**config.mk**
```make
export PLATFORM = sky130hd
export DESIGN_NAME = fdr_regs
export DESIGN_NICKNAME = d
export VERILOG_FILES = /design/src/hdl/fdr_pkg.sv /design/src/hdl/fdr_cmd_capture.sv /design/src/hdl/fdr_read_mux.sv /design/src/hdl/fdr_regs.sv
export SDC_FILE = /design/constraint.sdc
export NUM_CORES = 1
export LEC_CHECK = 0
export ABC_AREA = 1
export BUFFER_PORTS_ARGS = -buffer_cell sky130_fd_sc_hd__buf_4
export CORE_ASPECT_RATIO = 0.6
export CORE_MARGIN = 2
export CORE_UTILIZATION = 52
export CTS_BUF_LIST = sky130_fd_sc_hd__clkbuf_16
export DETAILED_ROUTE_END_ITERATION = 6
export PLACE_DENSITY = 0.92
export SYNTH_ARGS = -nofsm -noshare
export SYNTH_HDL_FRONTEND = slang
export SYNTH_SLANG_ARGS = --single-unit
```
**constraint.sdc**
```tcl
create_clock -name clk -period 2.4 [get_ports clk]
set_clock_uncertainty 0.05 [all_clocks]
set_input_delay 0.72 -clock clk [delete_from_list [all_inputs] [get_ports clk]]
set_output_delay 0.72 -clock clk [all_outputs]
set_load 0.1 [all_outputs]
```
**src/hdl/fdr_pkg.sv**
```systemverilog
package fdr_pkg;
  localparam logic [2:0] OFS_STATUS_A = 3'h0;
  localparam logic [2:0] OFS_STATUS_B = 3'h1;
  localparam logic [2:0] OFS_DIG_OUT = 3'h2;
  localparam logic [2:0] OFS_TAPE = 3'h3;
  localparam logic [2:0] OFS_MAIN_RATE = 3'h4;
  localparam logic [2:0] OFS_FIFO = 3'h5;
  localparam logic [2:0] OFS_HOLE = 3'h6;
  localparam logic [2:0] OFS_DIN_CFG = 3'h7;
  localparam logic [7:0] FLOAT_READ = 8'hFF;
  localparam logic [7:0] HOLE_READ = 8'h00;
  localparam logic [7:0] DIG_OUT_RESET = 8'h00;
  localparam logic [1:0] TAPE_RESET = 2'h0;
  localparam logic [1:0] RATE_RESET = 2'h0;
  localparam logic [2:0] PRECOMP_RESET = 3'h0;
  localparam int RATE_SWRESET_BIT = 7;
  localparam int RATE_LOWPWR_BIT = 6;
  localparam int RATE_PRECOMP_LSB = 2;
  localparam int OUT_MOTOR_LSB = 4;
  localparam int OUT_DMA_BIT = 3;
  localparam int OUT_RESET_BIT = 2;
  localparam int CMD_DENSITY_BIT = 6;
  localparam logic [4:0] OPC_READ_DATA = 5'h06;
  localparam logic [4:0] OPC_READ_DELETED = 5'h0C;
  localparam logic [4:0] OPC_WRITE_DATA = 5'h05;
  localparam logic [4:0] OPC_WRITE_DELETED = 5'h09;
  localparam logic [4:0] OPC_READ_TRACK = 5'h02;

  typedef enum logic [1:0]
  {
    CMD_IDLE = 2'b00,
    CMD_WAIT = 2'b01,
    CMD_BUSY = 2'b11
  } fdr_cmd_e;

  typedef struct packed
  {
    logic irq_pending;
    logic step;
    logic head_select;
    logic head_dir;
    logic drv0_status;
    logic wdata_act;
    logic rdata_act;
    logic wgate;
    logic request_for_master;
    logic dio;
    logic non_dma;
    logic cmd_busy;
    logic [3:0] drv_busy;
    logic [7:0] fifo_rdata;
  } fdr_core_s;

  typedef struct packed
  {
    logic index;
    logic trk0;
    logic wp;
    logic disk_changed;
    logic first_media_sense;
    logic high_density;
    logic [1:0] drive_id;
    logic [1:0] drive_change;
  } fdr_drive_in_s;
endpackage

```
**src/hdl/fdr_cmd_capture.sv**
```systemverilog
module fdr_cmd_capture
(
  input wire logic clk,
  input wire logic resetn,
  input wire logic fifo_wr,
  input wire logic [7:0] wdata,
  input wire logic cmd_busy,
  output logic mfm_mode
);
  import fdr_pkg::*;

  fdr_cmd_e state_reg;
  fdr_cmd_e state_next;
  logic mfm_reg;
  logic mfm_next;
  logic is_rw;

  always_comb
  begin
    is_rw = (wdata[4:0] == OPC_READ_DATA) || (wdata[4:0] == OPC_READ_DELETED) ||
            (wdata[4:0] == OPC_WRITE_DATA) || (wdata[4:0] == OPC_WRITE_DELETED) ||
            (wdata[4:0] == OPC_READ_TRACK);
    state_next = state_reg;
    mfm_next = mfm_reg;
    unique case (state_reg)
      CMD_IDLE:
      begin
        if (fifo_wr && !cmd_busy)
        begin
          state_next = CMD_WAIT;
          if (is_rw)
          begin
            mfm_next = wdata[CMD_DENSITY_BIT];
          end
        end
      end
      CMD_WAIT:
      begin
        if (cmd_busy)
        begin
          state_next = CMD_BUSY;
        end
      end
      CMD_BUSY:
      begin
        if (!cmd_busy)
        begin
          state_next = CMD_IDLE;
        end
      end
      default: state_next = CMD_IDLE;
    endcase
  end

  always_ff @(posedge clk or negedge resetn)
  begin
    if (!resetn)
    begin
      state_reg <= CMD_IDLE;
      mfm_reg <= 1'b0;
    end
    else
    begin
      state_reg <= state_next;
      mfm_reg <= mfm_next;
    end
  end

  assign mfm_mode = mfm_reg;
endmodule

```
**src/hdl/fdr_read_mux.sv**
```systemverilog
module fdr_read_mux
(
  input wire logic [2:0] addr,
  input wire logic ps2_mode,
  input wire logic tape_enh_mode,
  input wire logic pins_floated,
  input wire logic [7:0] dig_out,
  input wire logic [1:0] tape_sel,
  input wire logic [1:0] rate,
  input wire fdr_pkg::fdr_drive_in_s drv,
  input wire fdr_pkg::fdr_core_s core,
  output logic [7:0] rdata
);
  import fdr_pkg::*;

  always_comb
  begin
    rdata = HOLE_READ;
    if (pins_floated)
    begin
      rdata = FLOAT_READ;
    end
    else
    begin
      unique case (addr)
        OFS_STATUS_A:
        begin
          if (ps2_mode)
          begin
            rdata = {core.irq_pending, 1'b0, core.step, drv.trk0,
                     core.head_select, drv.index, drv.wp, core.head_dir};
          end
        end
        OFS_STATUS_B:
        begin
          if (ps2_mode)
          begin
            rdata = {2'b00, core.drv0_status, core.wdata_act, core.rdata_act,
                     core.wgate, dig_out[OUT_MOTOR_LSB+1], dig_out[OUT_MOTOR_LSB]};
          end
        end
        OFS_DIG_OUT: rdata = dig_out;
        OFS_TAPE:
        begin
          if (tape_enh_mode)
          begin
            rdata = {1'b1, drv.first_media_sense, drv.drive_id, drv.drive_change, tape_sel};
          end
          else
          begin
            rdata = {6'h00, tape_sel};
          end
        end
        OFS_MAIN_RATE:
        begin
          rdata = {core.request_for_master, core.dio, core.non_dma,
                   core.cmd_busy, core.drv_busy};
        end
        OFS_FIFO: rdata = core.fifo_rdata;
        OFS_HOLE: rdata = HOLE_READ;
        OFS_DIN_CFG:
        begin
          if (ps2_mode)
          begin
            rdata = {drv.disk_changed, 4'h0, rate, drv.high_density};
          end
          else
          begin
            rdata = {drv.disk_changed, 7'h00};
          end
        end
      endcase
    end
  end
endmodule

```
**src/hdl/fdr_regs.sv**
```systemverilog
module fdr_regs
(
  input wire logic clk,
  input wire logic resetn,
  input wire logic [2:0] io_addr,
  input wire logic io_rd,
  input wire logic io_wr,
  input wire logic [7:0] io_wdata,
  output logic [7:0] io_rdata,
  output logic io_rvalid,
  input wire logic ps2_mode,
  input wire logic tape_enh_mode,
  input wire logic pins_floated,
  input wire fdr_pkg::fdr_drive_in_s drive_in,
  input wire fdr_pkg::fdr_core_s core,
  output logic fifo_wr,
  output logic fifo_rd,
  output logic [7:0] fifo_wdata,
  output logic sw_reset,
  output logic low_power,
  output logic [2:0] precomp,
  output logic [3:0] motor_en,
  output logic [1:0] drive_sel,
  output logic dma_gate_enable,
  output logic ctrl_resetn,
  output logic [1:0] tape_sel,
  output logic lower_rate_output,
  output logic mfm_mode
);
  import fdr_pkg::*;

  logic [7:0] dig_out_reg;
  logic [7:0] dig_out_next;
  logic [1:0] tape_reg;
  logic [1:0] tape_next;
  logic [1:0] rate_reg;
  logic [1:0] rate_next;
  logic lowpwr_reg;
  logic lowpwr_next;
  logic [2:0] precomp_reg;
  logic [2:0] precomp_next;
  logic swreset_reg;
  logic swreset_next;

  logic [7:0] rdata_reg;
  logic [7:0] rdata_next;
  logic rvalid_reg;
  logic rvalid_next;
  logic fwr_reg;
  logic fwr_next;
  logic frd_reg;
  logic frd_next;
  logic [7:0] fwdata_reg;
  logic [7:0] fwdata_next;
  logic [7:0] mux_rdata;

  fdr_read_mux u_mux
  (
    .addr(io_addr),
    .ps2_mode(ps2_mode),
    .tape_enh_mode(tape_enh_mode),
    .pins_floated(pins_floated),
    .dig_out(dig_out_reg),
    .tape_sel(tape_reg),
    .rate(rate_reg),
    .drv(drive_in),
    .core(core),
    .rdata(mux_rdata)
  );

  fdr_cmd_capture u_cmd
  (
    .clk(clk),
    .resetn(resetn),
    .fifo_wr(fwr_reg),
    .wdata(fwdata_reg),
    .cmd_busy(core.cmd_busy),
    .mfm_mode(mfm_mode)
  );

  // write side of the register file
  always_comb
  begin
    dig_out_next = dig_out_reg;
    tape_next = tape_reg;
    rate_next = rate_reg;
    lowpwr_next = lowpwr_reg;
    precomp_next = precomp_reg;
    swreset_next = 1'b0;
    fwr_next = 1'b0;
    fwdata_next = fwdata_reg;
    if (io_wr)
    begin
      unique case (io_addr)
        OFS_DIG_OUT: dig_out_next = io_wdata;
        OFS_TAPE: tape_next = io_wdata[1:0];
        OFS_MAIN_RATE:
        begin
          swreset_next = io_wdata[RATE_SWRESET_BIT];
          lowpwr_next = io_wdata[RATE_LOWPWR_BIT];
          precomp_next = io_wdata[RATE_PRECOMP_LSB+2:RATE_PRECOMP_LSB];
          rate_next = io_wdata[1:0];
        end
        OFS_FIFO:
        begin
          fwr_next = 1'b1;
          fwdata_next = io_wdata;
        end
        OFS_DIN_CFG: rate_next = io_wdata[1:0];
        OFS_STATUS_A, OFS_STATUS_B, OFS_HOLE:
        begin
          dig_out_next = dig_out_reg;
        end
      endcase
    end
  end

  always_ff @(posedge clk or negedge resetn)
  begin
    if (!resetn)
    begin
      dig_out_reg <= DIG_OUT_RESET;
      tape_reg <= TAPE_RESET;
      rate_reg <= RATE_RESET;
      lowpwr_reg <= 1'b0;
      precomp_reg <= PRECOMP_RESET;
      swreset_reg <= 1'b0;
      fwr_reg <= 1'b0;
      fwdata_reg <= 8'h00;
    end
    else
    begin
      dig_out_reg <= dig_out_next;
      tape_reg <= tape_next;
      rate_reg <= rate_next;
      lowpwr_reg <= lowpwr_next;
      precomp_reg <= precomp_next;
      swreset_reg <= swreset_next;
      fwr_reg <= fwr_next;
      fwdata_reg <= fwdata_next;
    end
  end

  // read side, one cycle after the strobe
  always_comb
  begin
    rvalid_next = io_rd;
    rdata_next = rdata_reg;
    frd_next = 1'b0;
    if (io_rd)
    begin
      rdata_next = mux_rdata;
      frd_next = (io_addr == OFS_FIFO) && !pins_floated;
    end
  end

  always_ff @(posedge clk or negedge resetn)
  begin
    if (!resetn)
    begin
      rdata_reg <= 8'h00;
      rvalid_reg <= 1'b0;
      frd_reg <= 1'b0;
    end
    else
    begin
      rdata_reg <= rdata_next;
      rvalid_reg <= rvalid_next;
      frd_reg <= frd_next;
    end
  end

  // drive pins: no upper rate output and no second media sense exist
  assign io_rdata = rdata_reg;
  assign io_rvalid = rvalid_reg;
  assign fifo_wr = fwr_reg;
  assign fifo_wdata = fwdata_reg;
  assign fifo_rd = frd_reg;
  assign sw_reset = swreset_reg;
  assign low_power = lowpwr_reg;
  assign precomp = precomp_reg;
  assign motor_en = dig_out_reg[OUT_MOTOR_LSB+3:OUT_MOTOR_LSB];
  assign drive_sel = dig_out_reg[1:0];
  assign dma_gate_enable = dig_out_reg[OUT_DMA_BIT];
  assign ctrl_resetn = dig_out_reg[OUT_RESET_BIT];
  assign tape_sel = tape_reg;
  assign lower_rate_output = rate_reg[0];
endmodule

```
==> out/qor.csv <==
stage,metric,value,unit
cts,worstSkewPairLatency,0.28,ns
cts,ctsHtreeMaxLevel,2,
placed_design,gp_congestion,0.931,
global_routing,overall_fraction_of_global_route_tracks_in_use,29.1,%
global_routing,first_global_vias,2216,
yosys,synth.top_cells.by_area,"dfrtp_1 44%, nand2_1 15%, inv_1 7.3%, nor2_1 5.8%, nand3_1 5.2%",
sta,smallest_setup_slack_after_layout,0.372,ns
global_routing,first_pass_grt_wire_length,10400,um
floorplanning,ioPinCount,88,
worst_setup_path,worst_setup_path_start_kind,input port,
power,total_switching_power,1.28,mW
sta,max_clock_freq,493,MHz
sta,finalHoldViolations,0,
power,peakVddDrop,0.580,mV
power,totalPowerFinal,2.68,mW
cts,path_clk_slew,0.06,ns
finish,multi_input_area,973,um2
power,combinationalPowerShare,43.7,%
detailed_routing,route.vias.total,2371,
power,static_leak,1.66,nW
global_routing,gr-total-overflow,0,
placed_design,place_ws,0.179,ns
worst_setup_path,timing.reg2reg.setup_slack,1.27,ns
floorplanning,die-height,54.4,um
placed_design,numPlacedInstances,443,
floorplanning,floorplan.die.width,88.1,um
power,cell_internal_pwr,1.40,mW
placed_design,place.detailed.hpwl,4710,um
floorplanning,floorplan.initialDensity,53.8,%
yosys,post-synth-top-area-fraction,44.3,%
cts,post_cts_resized,0,
yosys,postSynthRegisterBits,39,
placed_design,io_buffer_count,87,
detailed_routing,routed_wire_length_per_instance,14.4,um
floorplanning,core_area,4100,um2
power,seq_power_share,31.9,%
finish,n_antenna_cell,0,
worst_setup_path,worst-path-max-fanout,20,
cts,cts_buffer_depth,2,
detailed_routing,first_pass_iters,4,
sta,timing.slew.headroom,59.9,%
sta,final_max_tran_viols,0,
sta,whs,0.344,ns
finish,area_growth_syn_to_layout,36.2,%
sta,worst-slew-pin-transition,0.599,ns
outcome,status,"finished, final reports clean",
global_routing,grt_max_degree,40,
worst_setup_path,worst_ep_required_time,2.50,ns
yosys,synth_area_per_cell,7.23,um2
yosys,yosys.cell_types.count,24,
finish,instances_no_fill,451,
worst_setup_path,worstSetupPathType,in2reg,
detailed_routing,detail_routed_via_count_per_cell,5.26,
floorplanning,design.die.area,4790,um2
finish,layout.nets,442,
yosys,sequential_fraction_of_the_synthesis_area,44.3,%
cts,cts_hold_repair.buffers,0,
min_path,worst_hold_check_path_type,in2async,
sta,timing.setup.tns,0,ns
yosys,synth_cells,305,
yosys,netlist.top_cell.by_area,dfrtp_1,
cts,post_cts.repair.setup_buffers,0,
floorplanning,total_number_of_placement_rows,18,
worst_setup_path,end_kind,register,
yosys,yosysWarningCount,0,
power,powerDensity,894,nW/um2
finish,layout.filler_cells,325,
sta,rsz0062_at_grt,no,
power,pwr-share-clk,24.4,%
cts,tritoncts,built,
cts,cts_buffers,5,
detailed_routing,drt.antenna.violating_nets,0,
detailed_routing,detail_route.drc_violations,0,
detailed_routing,detail_route.wirelength,6500,um
detailed_routing,detailedRoute.firstIterationViolations,197,
sta,setup_violations,0,
global_routing,initial_antenna_violation_count,0,
cts,root_buffer,clkbuf_16,
power,power.share.switching,47.7,%
finish,final_layout_size_suffix_gt1_share,29.4,%
finish,seqCellArea,976,um2
sta,fin_crit,2.03,ns
yosys,synth.net_count,357,
job,max-cap-violations,0,
sta,fin_crit_sh,84.5,%
cts,cts_sinks,39,
yosys,netlist_area,2200,um2
worst_setup_path,crit_arrival,2.13,ns
[worst max-delay path: stages]
cell and delay [ns]:
buf_4 0.23, clkinv_1 0.47, nand2_1 0.25, nor2_1 0.09, nand2_2 0.22, o21ai_0 0.13
[layer usage]
layer  global-route usage [%]  wire length, um
met3                     8.14              607
met4                     7.32               85
met1                     40.9             2930
met5                        0                0
met2                     45.1             2880
[final cells by class]
class / instances / share of cell area [%]
clock buffer: 5 / 4.17
timing repair buffer: 88 / 22.0
tap: 60 / 2.50
clock inverter: 3 / 0.667
inverter: 46 / 5.75
sequential: 39 / 32.5
multi-input combinational: 210 / 32.4
[placed cells by master (no fill, tap or decap), types with 5 or more instances in the layout]
cell type / instances
or2_2: 7
dfrtp_1: 39
inv_1: 43
nand3b_1: 6
nand4_1: 12
clkbuf_16: 5
nand3_1: 23
nor2_1: 34
o21ai_0: 23
nand2_1: 87
buf_4: 88
[power groups by stage]
stage	Sequential, mW	Combinational (mW)	Clock, mW
global route	0.866	1.23	0.679
floorplan	1.52	0.202	0
detailed placement	0.861	1.17	0
finish	0.855	1.17	0.655
global placement	0.860	1.15	0
CTS	0.851	1.17	0.655
[synth_stat cells]
library cell,n
nor2_2,2
inv_2,2
or2_2,7
inv_1,43
clkbuf_1,1
buf_2,3
o21ai_2,1
o21ai_0,23
a22oi_1,1
a21oi_1,3
nor2_1,34
o21ai_1,1
clkinv_1,1
buf_6,5
dfrtp_1,39
nand3_1,23
nand2_1,87
nor2_4,2
nand3_2,2
nor3_1,3
buf_4,1
nand4_1,12
nand3b_1,6
nand2_2,3
[worst paths after layout]
path,from,end,cells past startpoint
max,io_addr[2],dig_out_reg[2],6
min,resetn,u_cmd.mfm_mode,1
max reg2reg,fifo_wdata[3],u_cmd.mfm_mode,6
min reg2reg,u_cmd.state_reg[1],u_cmd.state_reg[0],1
max in group asynchronous,resetn,precomp[0],1
min in group clk,u_cmd.state_reg[1],u_cmd.state_reg[0],1
[cell families (layout without fill, tap and decap cells)]
group	after synthesis	after routing	synth area share (%)
AOI/OAI and AO/OA	29	29	6.87
buffers and inverters	56	142	11.6
DFF	39	39	44.3
and+or+nand+nor	181	181	37.3
[stage by stage]
step	instance area, um2	utilization [%]
2_1_floorplan	2200	-
4_1_cts	3000	73.3
3_5_place_dp	2860	69.7
5_1_grt	3000	73.3
6_report	3000	73.3
3_3_place_gp	2860	69.7
(Power assumes the default switching activity.)
